**config.mk**
```make
export PLATFORM = sky130hd
export DESIGN_NAME = rtp_timer
export DESIGN_NICKNAME = d
export VERILOG_FILES = /design/src/core/rtp_timer.v /design/src/core/rtp_deadband.v
export VERILOG_INCLUDE_DIRS = /design/src /design/src/pkg
export SDC_FILE = /design/constraint.sdc
export NUM_CORES = 1
export LEC_CHECK = 0
export ABC_AREA = 1
export BUFFER_PORTS_ARGS = -buffer_cell sky130_fd_sc_hd__clkbuf_2
export CORE_MARGIN = 3
export CORE_UTILIZATION = 52
export CTS_BUF_LIST = sky130_fd_sc_hd__clkbuf_4 sky130_fd_sc_hd__clkbuf_8 sky130_fd_sc_hd__clkbuf_16
export DETAILED_ROUTE_END_ITERATION = 8
export PLACE_DENSITY_LB_ADDON = 0.05
export SLEW_MARGIN = 20
export SYNTH_ARGS = -nofsm -noshare
export SYNTH_HDL_FRONTEND = slang
export SYNTH_SLANG_ARGS = --single-unit
export TNS_END_PERCENT = 50
```
**constraint.sdc**
```tcl
create_clock -name pclk -period 7.4 [get_ports pclk]
set_clock_uncertainty 0.2 [all_clocks]
set_input_delay 1.48 -clock pclk [delete_from_list [all_inputs] [get_ports pclk]]
set_output_delay 1.48 -clock pclk [all_outputs]
set_load 0.02 [all_outputs]
```
**src/pkg/rtp_consts.vh**
```
/*
 * register offsets, field positions and reset values of the reload timer.
 * assumes inclusion by bare name from the core files.
 */
`ifndef RTP_CONSTS_VH
`define RTP_CONSTS_VH

`define RTP_OFF_CTL        8'h00
`define RTP_OFF_COUNT      8'h04
`define RTP_OFF_RELOAD     8'h08
`define RTP_OFF_PWM        8'h0c
`define RTP_OFF_CTL2       8'h10
`define RTP_OFF_INT_STAT   8'h14
`define RTP_OFF_INT_MASK   8'h18

`define RTP_CTL_EN_BIT     0
`define RTP_CTL_MODE_BIT   1
`define RTP_CTL_PRE_LSB    2
`define RTP_CTL_PRE_MSB    4
`define RTP_CTL_POL_BIT    5

`define RTP_CTL2_DB_LSB    0
`define RTP_CTL2_DB_MSB    7
`define RTP_CTL2_CAP_BIT   8

`define RTP_INT_RELOAD_BIT 0
`define RTP_INT_CAP_BIT    1

`define RTP_RST_CTL        6'h00
`define RTP_RST_COUNT      16'h0001
`define RTP_RST_RELOAD     16'hffff
`define RTP_RST_PWM        16'h0000
`define RTP_RST_DB         8'h00
`define RTP_RST_INT        2'h0
`define RTP_COUNT_RESTART  16'h0001
`define RTP_DB_MAX         8'h80

`endif

```
**src/core/rtp_timer.v**
```verilog
/*
 * 16-bit reload timer with prescaler, dual complementary pwm output with
 * deadband, and input capture; apb slave register file and interrupts.
 * assumes one pclk domain; timer_in is an asynchronous pin.
 */
// The APB register port and the address map were decided locally.
`timescale 1ns/100ps
`include "rtp_consts.vh"
module rtp_timer (
    pclk,
    presetn,
    psel,
    penable,
    pwrite,
    paddr,
    pwdata,
    prdata,
    pready,
    pslverr,
    timer_in,
    pwm_out,
    pwm_out_n,
    pwm_oe_n,
    reload_pulse,
    capture_pulse,
    irq
);
    input  wire        pclk;
    input  wire        presetn;
    input  wire        psel;
    input  wire        penable;
    input  wire        pwrite;
    input  wire [7:0]  paddr;
    input  wire [31:0] pwdata;
    output reg  [31:0] prdata;
    output reg         pready;
    output reg         pslverr;
    input  wire        timer_in;
    output reg         pwm_out;
    output reg         pwm_out_n;
    output reg         pwm_oe_n;
    output reg         reload_pulse;
    output reg         capture_pulse;
    output reg         irq;

    reg  [5:0]  ctl_reg;
    reg  [15:0] count_reg;
    reg  [15:0] reload_reg;
    reg  [15:0] pwm_reg;
    reg  [7:0]  db_reg;
    reg         cap_flag_reg;
    reg  [1:0]  int_stat_reg;
    reg  [1:0]  int_mask_reg;
    reg  [6:0]  pre_reg;
    reg         raw_reg;
    reg         en_d_reg;
    reg  [2:0]  sync_reg;
    reg         in_level_reg;
    reg  [1:0]  int_stat_next;

    wire        enable;
    wire        cap_mode;
    wire        polarity;
    wire [2:0]  pre_sel;
    wire [6:0]  pre_limit;
    wire        tick;
    wire        at_reload;
    wire        at_match;
    wire        reload_ev;
    wire        in_edge;
    wire        capture_ev;
    wire        wr_en;
    wire        setup;
    wire        mapped;
    wire        db_a;
    wire        db_b;

    assign enable    = ctl_reg[`RTP_CTL_EN_BIT];
    assign cap_mode  = ctl_reg[`RTP_CTL_MODE_BIT];
    assign polarity  = ctl_reg[`RTP_CTL_POL_BIT];
    assign pre_sel   = ctl_reg[`RTP_CTL_PRE_MSB:`RTP_CTL_PRE_LSB];
    assign pre_limit = (7'h01 << pre_sel) - 7'h01;
    assign tick      = enable && (pre_reg == pre_limit);
    assign at_reload = (count_reg == reload_reg);
    assign at_match  = (count_reg == pwm_reg);
    assign reload_ev = tick && at_reload;

    assign setup  = psel && !penable;
    assign wr_en  = psel && penable && pready && pwrite;
    assign mapped = (paddr == `RTP_OFF_CTL) || (paddr == `RTP_OFF_COUNT) ||
                    (paddr == `RTP_OFF_RELOAD) || (paddr == `RTP_OFF_PWM) ||
                    (paddr == `RTP_OFF_CTL2) ||
                    (paddr == `RTP_OFF_INT_STAT) ||
                    (paddr == `RTP_OFF_INT_MASK);

    // input pin: three flops, level changes once stages two and three agree
    always @(posedge pclk or negedge presetn) begin
        if (!presetn) begin
            sync_reg     <= 3'h0;
            in_level_reg <= 1'b0;
        end else begin
            sync_reg <= {sync_reg[1:0], timer_in};
            if (sync_reg[1] == sync_reg[2]) begin
                in_level_reg <= sync_reg[2];
            end
        end
    end

    // polarity one captures on rising edge, zero on falling edge
    assign in_edge = (sync_reg[1] == sync_reg[2]) &&
                     (sync_reg[2] != in_level_reg) &&
                     (sync_reg[2] == polarity);
    assign capture_ev = enable && cap_mode && in_edge;

    // prescaler
    always @(posedge pclk or negedge presetn) begin
        if (!presetn) begin
            pre_reg <= 7'h00;
        end else if (!enable || tick) begin
            pre_reg <= 7'h00;
        end else begin
            pre_reg <= pre_reg + 7'h01;
        end
    end

    // control and configuration registers
    always @(posedge pclk or negedge presetn) begin
        if (!presetn) begin
            ctl_reg      <= `RTP_RST_CTL;
            reload_reg   <= `RTP_RST_RELOAD;
            db_reg       <= `RTP_RST_DB;
            int_mask_reg <= `RTP_RST_INT;
        end else if (wr_en) begin
            case (paddr)
                `RTP_OFF_CTL: begin
                    ctl_reg <= pwdata[5:0];
                end
                `RTP_OFF_RELOAD: begin
                    reload_reg <= pwdata[15:0];
                end
                `RTP_OFF_CTL2: begin
                    db_reg <= pwdata[`RTP_CTL2_DB_MSB:`RTP_CTL2_DB_LSB];
                end
                `RTP_OFF_INT_MASK: begin
                    int_mask_reg <= pwdata[1:0];
                end
                default: begin
                    ctl_reg <= ctl_reg;
                end
            endcase
        end
    end

    // counter: software load wins over the running count
    always @(posedge pclk or negedge presetn) begin
        if (!presetn) begin
            count_reg <= `RTP_RST_COUNT;
        end else if (wr_en && (paddr == `RTP_OFF_COUNT)) begin
            count_reg <= pwdata[15:0];
        end else if (tick) begin
            if (at_reload) begin
                count_reg <= `RTP_COUNT_RESTART;
            end else begin
                count_reg <= count_reg + 16'h0001;
            end
        end
    end

    // pwm match value, overwritten by a capture; capture wins over a write
    always @(posedge pclk or negedge presetn) begin
        if (!presetn) begin
            pwm_reg <= `RTP_RST_PWM;
        end else if (capture_ev) begin
            pwm_reg <= count_reg;
        end else if (wr_en && (paddr == `RTP_OFF_PWM)) begin
            pwm_reg <= pwdata[15:0];
        end
    end

    // input capture flag: set on capture, cleared on reload in capture mode
    always @(posedge pclk or negedge presetn) begin
        if (!presetn) begin
            cap_flag_reg <= 1'b0;
        end else if (capture_ev) begin
            cap_flag_reg <= 1'b1;
        end else if (reload_ev && cap_mode) begin
            cap_flag_reg <= 1'b0;
        end
    end

    // primary pwm level before deadband
    always @(posedge pclk or negedge presetn) begin
        if (!presetn) begin
            raw_reg  <= 1'b0;
            en_d_reg <= 1'b0;
        end else begin
            en_d_reg <= enable;
            if (enable && !en_d_reg) begin
                raw_reg <= polarity;
            end else if (tick && !cap_mode) begin
                if (at_reload) begin
                    raw_reg <= polarity;
                end else if (at_match) begin
                    raw_reg <= ~polarity;
                end
            end
        end
    end

    rtp_deadband u_db_a (
        .pclk      (pclk),
        .presetn   (presetn),
        .level_in  (raw_reg && !cap_mode),
        .delay_cfg (db_reg),
        .level_out (db_a)
    );

    rtp_deadband u_db_b (
        .pclk      (pclk),
        .presetn   (presetn),
        .level_in  (!raw_reg && !cap_mode),
        .delay_cfg (db_reg),
        .level_out (db_b)
    );

    always @(posedge pclk or negedge presetn) begin
        if (!presetn) begin
            pwm_out   <= 1'b0;
            pwm_out_n <= 1'b0;
            pwm_oe_n  <= 1'b1;
        end else begin
            // outputs drop together with capture mode, not after the chain
            pwm_out   <= db_a && !cap_mode;
            pwm_out_n <= db_b && !cap_mode;
            pwm_oe_n  <= cap_mode;
        end
    end

    // sticky status, hardware set wins over write-one-to-clear
    always @* begin
        int_stat_next = int_stat_reg;
        if (wr_en && (paddr == `RTP_OFF_INT_STAT)) begin
            int_stat_next = int_stat_reg & ~pwdata[1:0];
        end
        if (reload_ev) begin
            int_stat_next[`RTP_INT_RELOAD_BIT] = 1'b1;
        end
        if (capture_ev) begin
            int_stat_next[`RTP_INT_CAP_BIT] = 1'b1;
        end
    end

    always @(posedge pclk or negedge presetn) begin
        if (!presetn) begin
            int_stat_reg  <= `RTP_RST_INT;
            irq           <= 1'b0;
            reload_pulse  <= 1'b0;
            capture_pulse <= 1'b0;
        end else begin
            int_stat_reg  <= int_stat_next;
            irq           <= |(int_stat_next & int_mask_reg);
            reload_pulse  <= reload_ev;
            capture_pulse <= capture_ev;
        end
    end

    // apb: read data and answer prepared in setup, shown in access
    always @(posedge pclk or negedge presetn) begin
        if (!presetn) begin
            prdata  <= 32'h00000000;
            pready  <= 1'b0;
            pslverr <= 1'b0;
        end else begin
            pready  <= setup;
            pslverr <= setup && !mapped;
            prdata  <= 32'h00000000;
            if (setup && !pwrite) begin
                case (paddr)
                    `RTP_OFF_CTL: begin
                        prdata <= {26'h0000000, ctl_reg};
                    end
                    `RTP_OFF_COUNT: begin
                        prdata <= {16'h0000, count_reg};
                    end
                    `RTP_OFF_RELOAD: begin
                        prdata <= {16'h0000, reload_reg};
                    end
                    `RTP_OFF_PWM: begin
                        prdata <= {16'h0000, pwm_reg};
                    end
                    `RTP_OFF_CTL2: begin
                        prdata <= {23'h000000, cap_flag_reg, db_reg};
                    end
                    `RTP_OFF_INT_STAT: begin
                        prdata <= {30'h00000000, int_stat_reg};
                    end
                    `RTP_OFF_INT_MASK: begin
                        prdata <= {30'h00000000, int_mask_reg};
                    end
                    default: begin
                        prdata <= 32'h00000000;
                    end
                endcase
            end
        end
    end
endmodule // rtp_timer

```
**src/core/rtp_deadband.v**
```verilog
/*
 * delays the low-to-high edge of one output by a programmed number of
 * clock cycles, at most RTP_DB_MAX (128); high-to-low edges pass after one register stage.
 * assumes delay_cfg is static while the output is in use.
 */
`timescale 1ns/100ps
`include "rtp_consts.vh"
module rtp_deadband (
    pclk,
    presetn,
    level_in,
    delay_cfg,
    level_out
);
    input  wire       pclk;
    input  wire       presetn;
    input  wire       level_in;
    input  wire [7:0] delay_cfg;
    output reg        level_out;

    reg [7:0] wait_reg;
    wire [7:0] limit;

    assign limit = (delay_cfg > `RTP_DB_MAX) ? `RTP_DB_MAX : delay_cfg;

    always @(posedge pclk or negedge presetn) begin
        if (!presetn) begin
            wait_reg  <= 8'h00;
            level_out <= 1'b0;
        end else if (!level_in) begin
            wait_reg  <= 8'h00;
            level_out <= 1'b0;
        end else if (wait_reg >= limit) begin
            level_out <= 1'b1;
        end else begin
            wait_reg  <= wait_reg + 8'h01;
        end
    end
endmodule // rtp_deadband

```
==> flow_summary.toml <==
[timing]
fin_crit_ns = 2.98
rsz0062_at_grt = "no"
final-hold-violation-count = 0
worstMarginPinSlew_ns = 0.906
setup_viol = 0
fin_hold_ws_ns = 0.150
tns_ns = 0
slew_headroom_pct = 39.4
slew_viol_final = 0
post-route-period-util_pct = 40.3
max_freq_mhz = 336

[setup_path]
slowest_stage = "nand2_2"
path_common_cell = "nand2_2"
path_max_fanout = 32
worstSetupPathType = "primary input to flop"
end_kind = "flop"
start_kind = "primary input"
crit_arrival_ns = 3.11
critPathTopFamily = "simple AND/OR/NAND/NOR gates"
worst-path-buf-inv = 3
max_stage_delay_ns = 0.39
required_ns = 7.53
path_cells = "clkbuf_2 > inv_1 > nor3_2 > nand2_2 > inv_2 > nand2_2 > o21ai_1"

[routing]
wirelength_um = 17900
route.met2.wl_um = 8100
drc = 0
wl_met1_um = 8700
post_drt_via_cell_ratio = 5.14
first_pass_iters = 5
wl_met3_um = 841
vias = 6180
wire_per_inst_um = 14.9
ant_nets = 0
drt_iter0_markers = 371
top_layer = "met4"

[clocking]
postCtsSetupBuffers = 0
numCtsBuffers = 17
clk_latency_ns = 0.42
cts.clk_slew.worst_paths_ns = 0.05
cts_resized = 0
cts_tree = "done"
clockBufferDepth = 2
cts_hold_buf = 0
cts-root-buf = "clkbuf_16"
h-tree-depth = 4
clock_sink_count = 122

[final_layout]
num_antenna_cells = 0
fillers = 1283
final_util_pct = 60.9
area_growth_pct = 12.2
drive_gt1_share_pct = 14.6
nets = 1080

[synthesis]
syn_inst = 975
ys_ff_latch = 122
yosys-top-cells-area = "dfrtp_1 36%, nand2_1 15%, dfstp_2 6.5%, inv_1 5.5%, nand3_1 4.9%"
synth_edf_count = 0
avgSynthCellArea_um2 = 7.51
ys.flop_type = "dfrtp_1"
yosysMostFrequentCell = "nand2_1"
async_flop_share_pct = 100
synth_area_um2 = 7320
synth_common_cells = "287 x nand2_1, 108 x inv_1, 104 x dfrtp_1"
yosysWarnings = 0
synth.top_cell.area_share_pct = 35.5
ys_types = 44
ys_seq_area_share_pct = 42.0
synth_top_area_cell = "dfrtp_1"

[flow_run]
drv_cap = 0

[power]
ir_drop_uv = 168
p_int_w = 0.00134
leakage_nw = 4.22
clock_power_share_pct = 54.9
swShare_pct = 21.9
p_switching_w = 0.000378
p_comb_share_pct = 5.2
seqPwrFrac_pct = 39.9
power.density_nw_per_um2 = 210

[grt]
grt_pass1_wl_um = 30000
grt_max_degree = 67
grt-ovfl-total = 0
grt_pass1_vias = 5851
antenna_found_initial = 0
grtUsageTotal_pct = 23.8

[floorplan]
die_height_um = 125
initial_core_util_pct = 54.2
num_rows = 42
die_area_um2 = 15500
num_io_pins = 86
dieWidth_um = 125
fp.coreArea_um2 = 13500

[outcome]
status = "complete, no violations"

[worst_hold_path]
hp-class = "flop to flop"

[placed_design]
hpwl_um = 12900
port_buffers = 53
gp_congestion = 0.895
## per-layer routing
metal	vias to the layer above	global-route usage, %
li1	3154	-
met1	2838	34.1
met2	160	36.6
met3	28	4.76
met4	0	7.54
met5	-	0
## cells in the final DEF (no fill, tap or decap), drive strengths merged, types with 2 or more instances in the layout
cell type	netlist	routed
nand4	7	7
nand3	75	75
clkinv	0	2
buf	44	3
inv	115	115
ha	20	20
o21ai	79	79
nor3b	4	4
clkbuf	6	74
o22ai	11	11
clkinvlp	0	3
dfstp	18	18
nor2	93	93
xnor2	3	3
dfrtp	104	104
bufinv	0	5
a21oi	24	24
conb	1	16
nor4	2	2
xor2	34	34
a31oi	5	5
nor3	15	15
nand2	307	307
## cell families (layout without fill, tap and decap cells)
kind of cell	Yosys count	after routing	synth area share, %
buf+inv	165	202	10.7
other cells	1	16	0.0512
fa+ha+maj	20	20	3.42
flops	122	122	42.0
simple gates	505	505	30.3
compound gates	125	125	9.14
xor+xnor	37	37	4.43
## worst reg2reg max path, delay by kind of cell, from the launching register on
kind,cells,cell delay (ns)
AO/OA/AOI/OAI,2,0.23
flip-flops,1,0.42
AND/OR/NAND/NOR,8,1.50
adder cells (fa/ha/maj),1,0.31
buffers and inverters,1,0.15
## power groups by stage
stage / registers [W] / logic, W / clock network (W)
5_1_grt: 0.000688 / 0.000103 / 0.000993
4_1_cts: 0.000687 / 0.0000906 / 0.000957
3_3_place_gp: 0.000697 / 0.0000891 / 0
3_5_place_dp: 0.000698 / 0.0000901 / 0
2_1_floorplan: 0.000696 / 0.0000588 / 0
6_report: 0.000687 / 0.0000891 / 0.000946
## metrics by stage
step                total power [W]  cells  worst slack, ns  instance area (um^2)
finish                      0.00172   1203             4.42                  8220
floorplan                  0.000754    990             4.60                  7380
global route                0.00178   1203             4.17                  8220
CTS                         0.00173   1203             4.43                  8220
global placement           0.000786   1171             4.02                  7540
detailed placement         0.000788   1171             4.00                  7540
## worst paths after layout
path / startpoint / end / slack (ns) / cells after the start
hold / removal: sync_reg[0] / sync_reg[1] / 0.15 / 0
max in group asynchronous: presetn / pwm_reg[4] / 4.75 / 2
hold reg to reg: sync_reg[0] / sync_reg[1] / 0.15 / 0
setup / recovery: paddr[3] / reload_reg[0] / 4.42 / 7
setup reg to reg: db_reg[2] / u_db_b.wait_reg[4] / 4.47 / 12
min in group asynchronous: presetn / pwm_out / 0.92 / 1
## layout make-up
| cell class | count | area, um^2 | share of cell area, % |
|---|---|---|---|
| multi-input combinational | 703 | 3520 | 42.9 |
| clock inverter | 10 | 186 | 2.27 |
| timing repair buffer | 55 | 283 | 3.44 |
| tap | 176 | 220 | 2.68 |
| clock buffer | 22 | 494 | 6.01 |
| sequential | 122 | 3080 | 37.4 |
| inverter | 115 | 437 | 5.31 |
(Power assumes the default switching activity.)
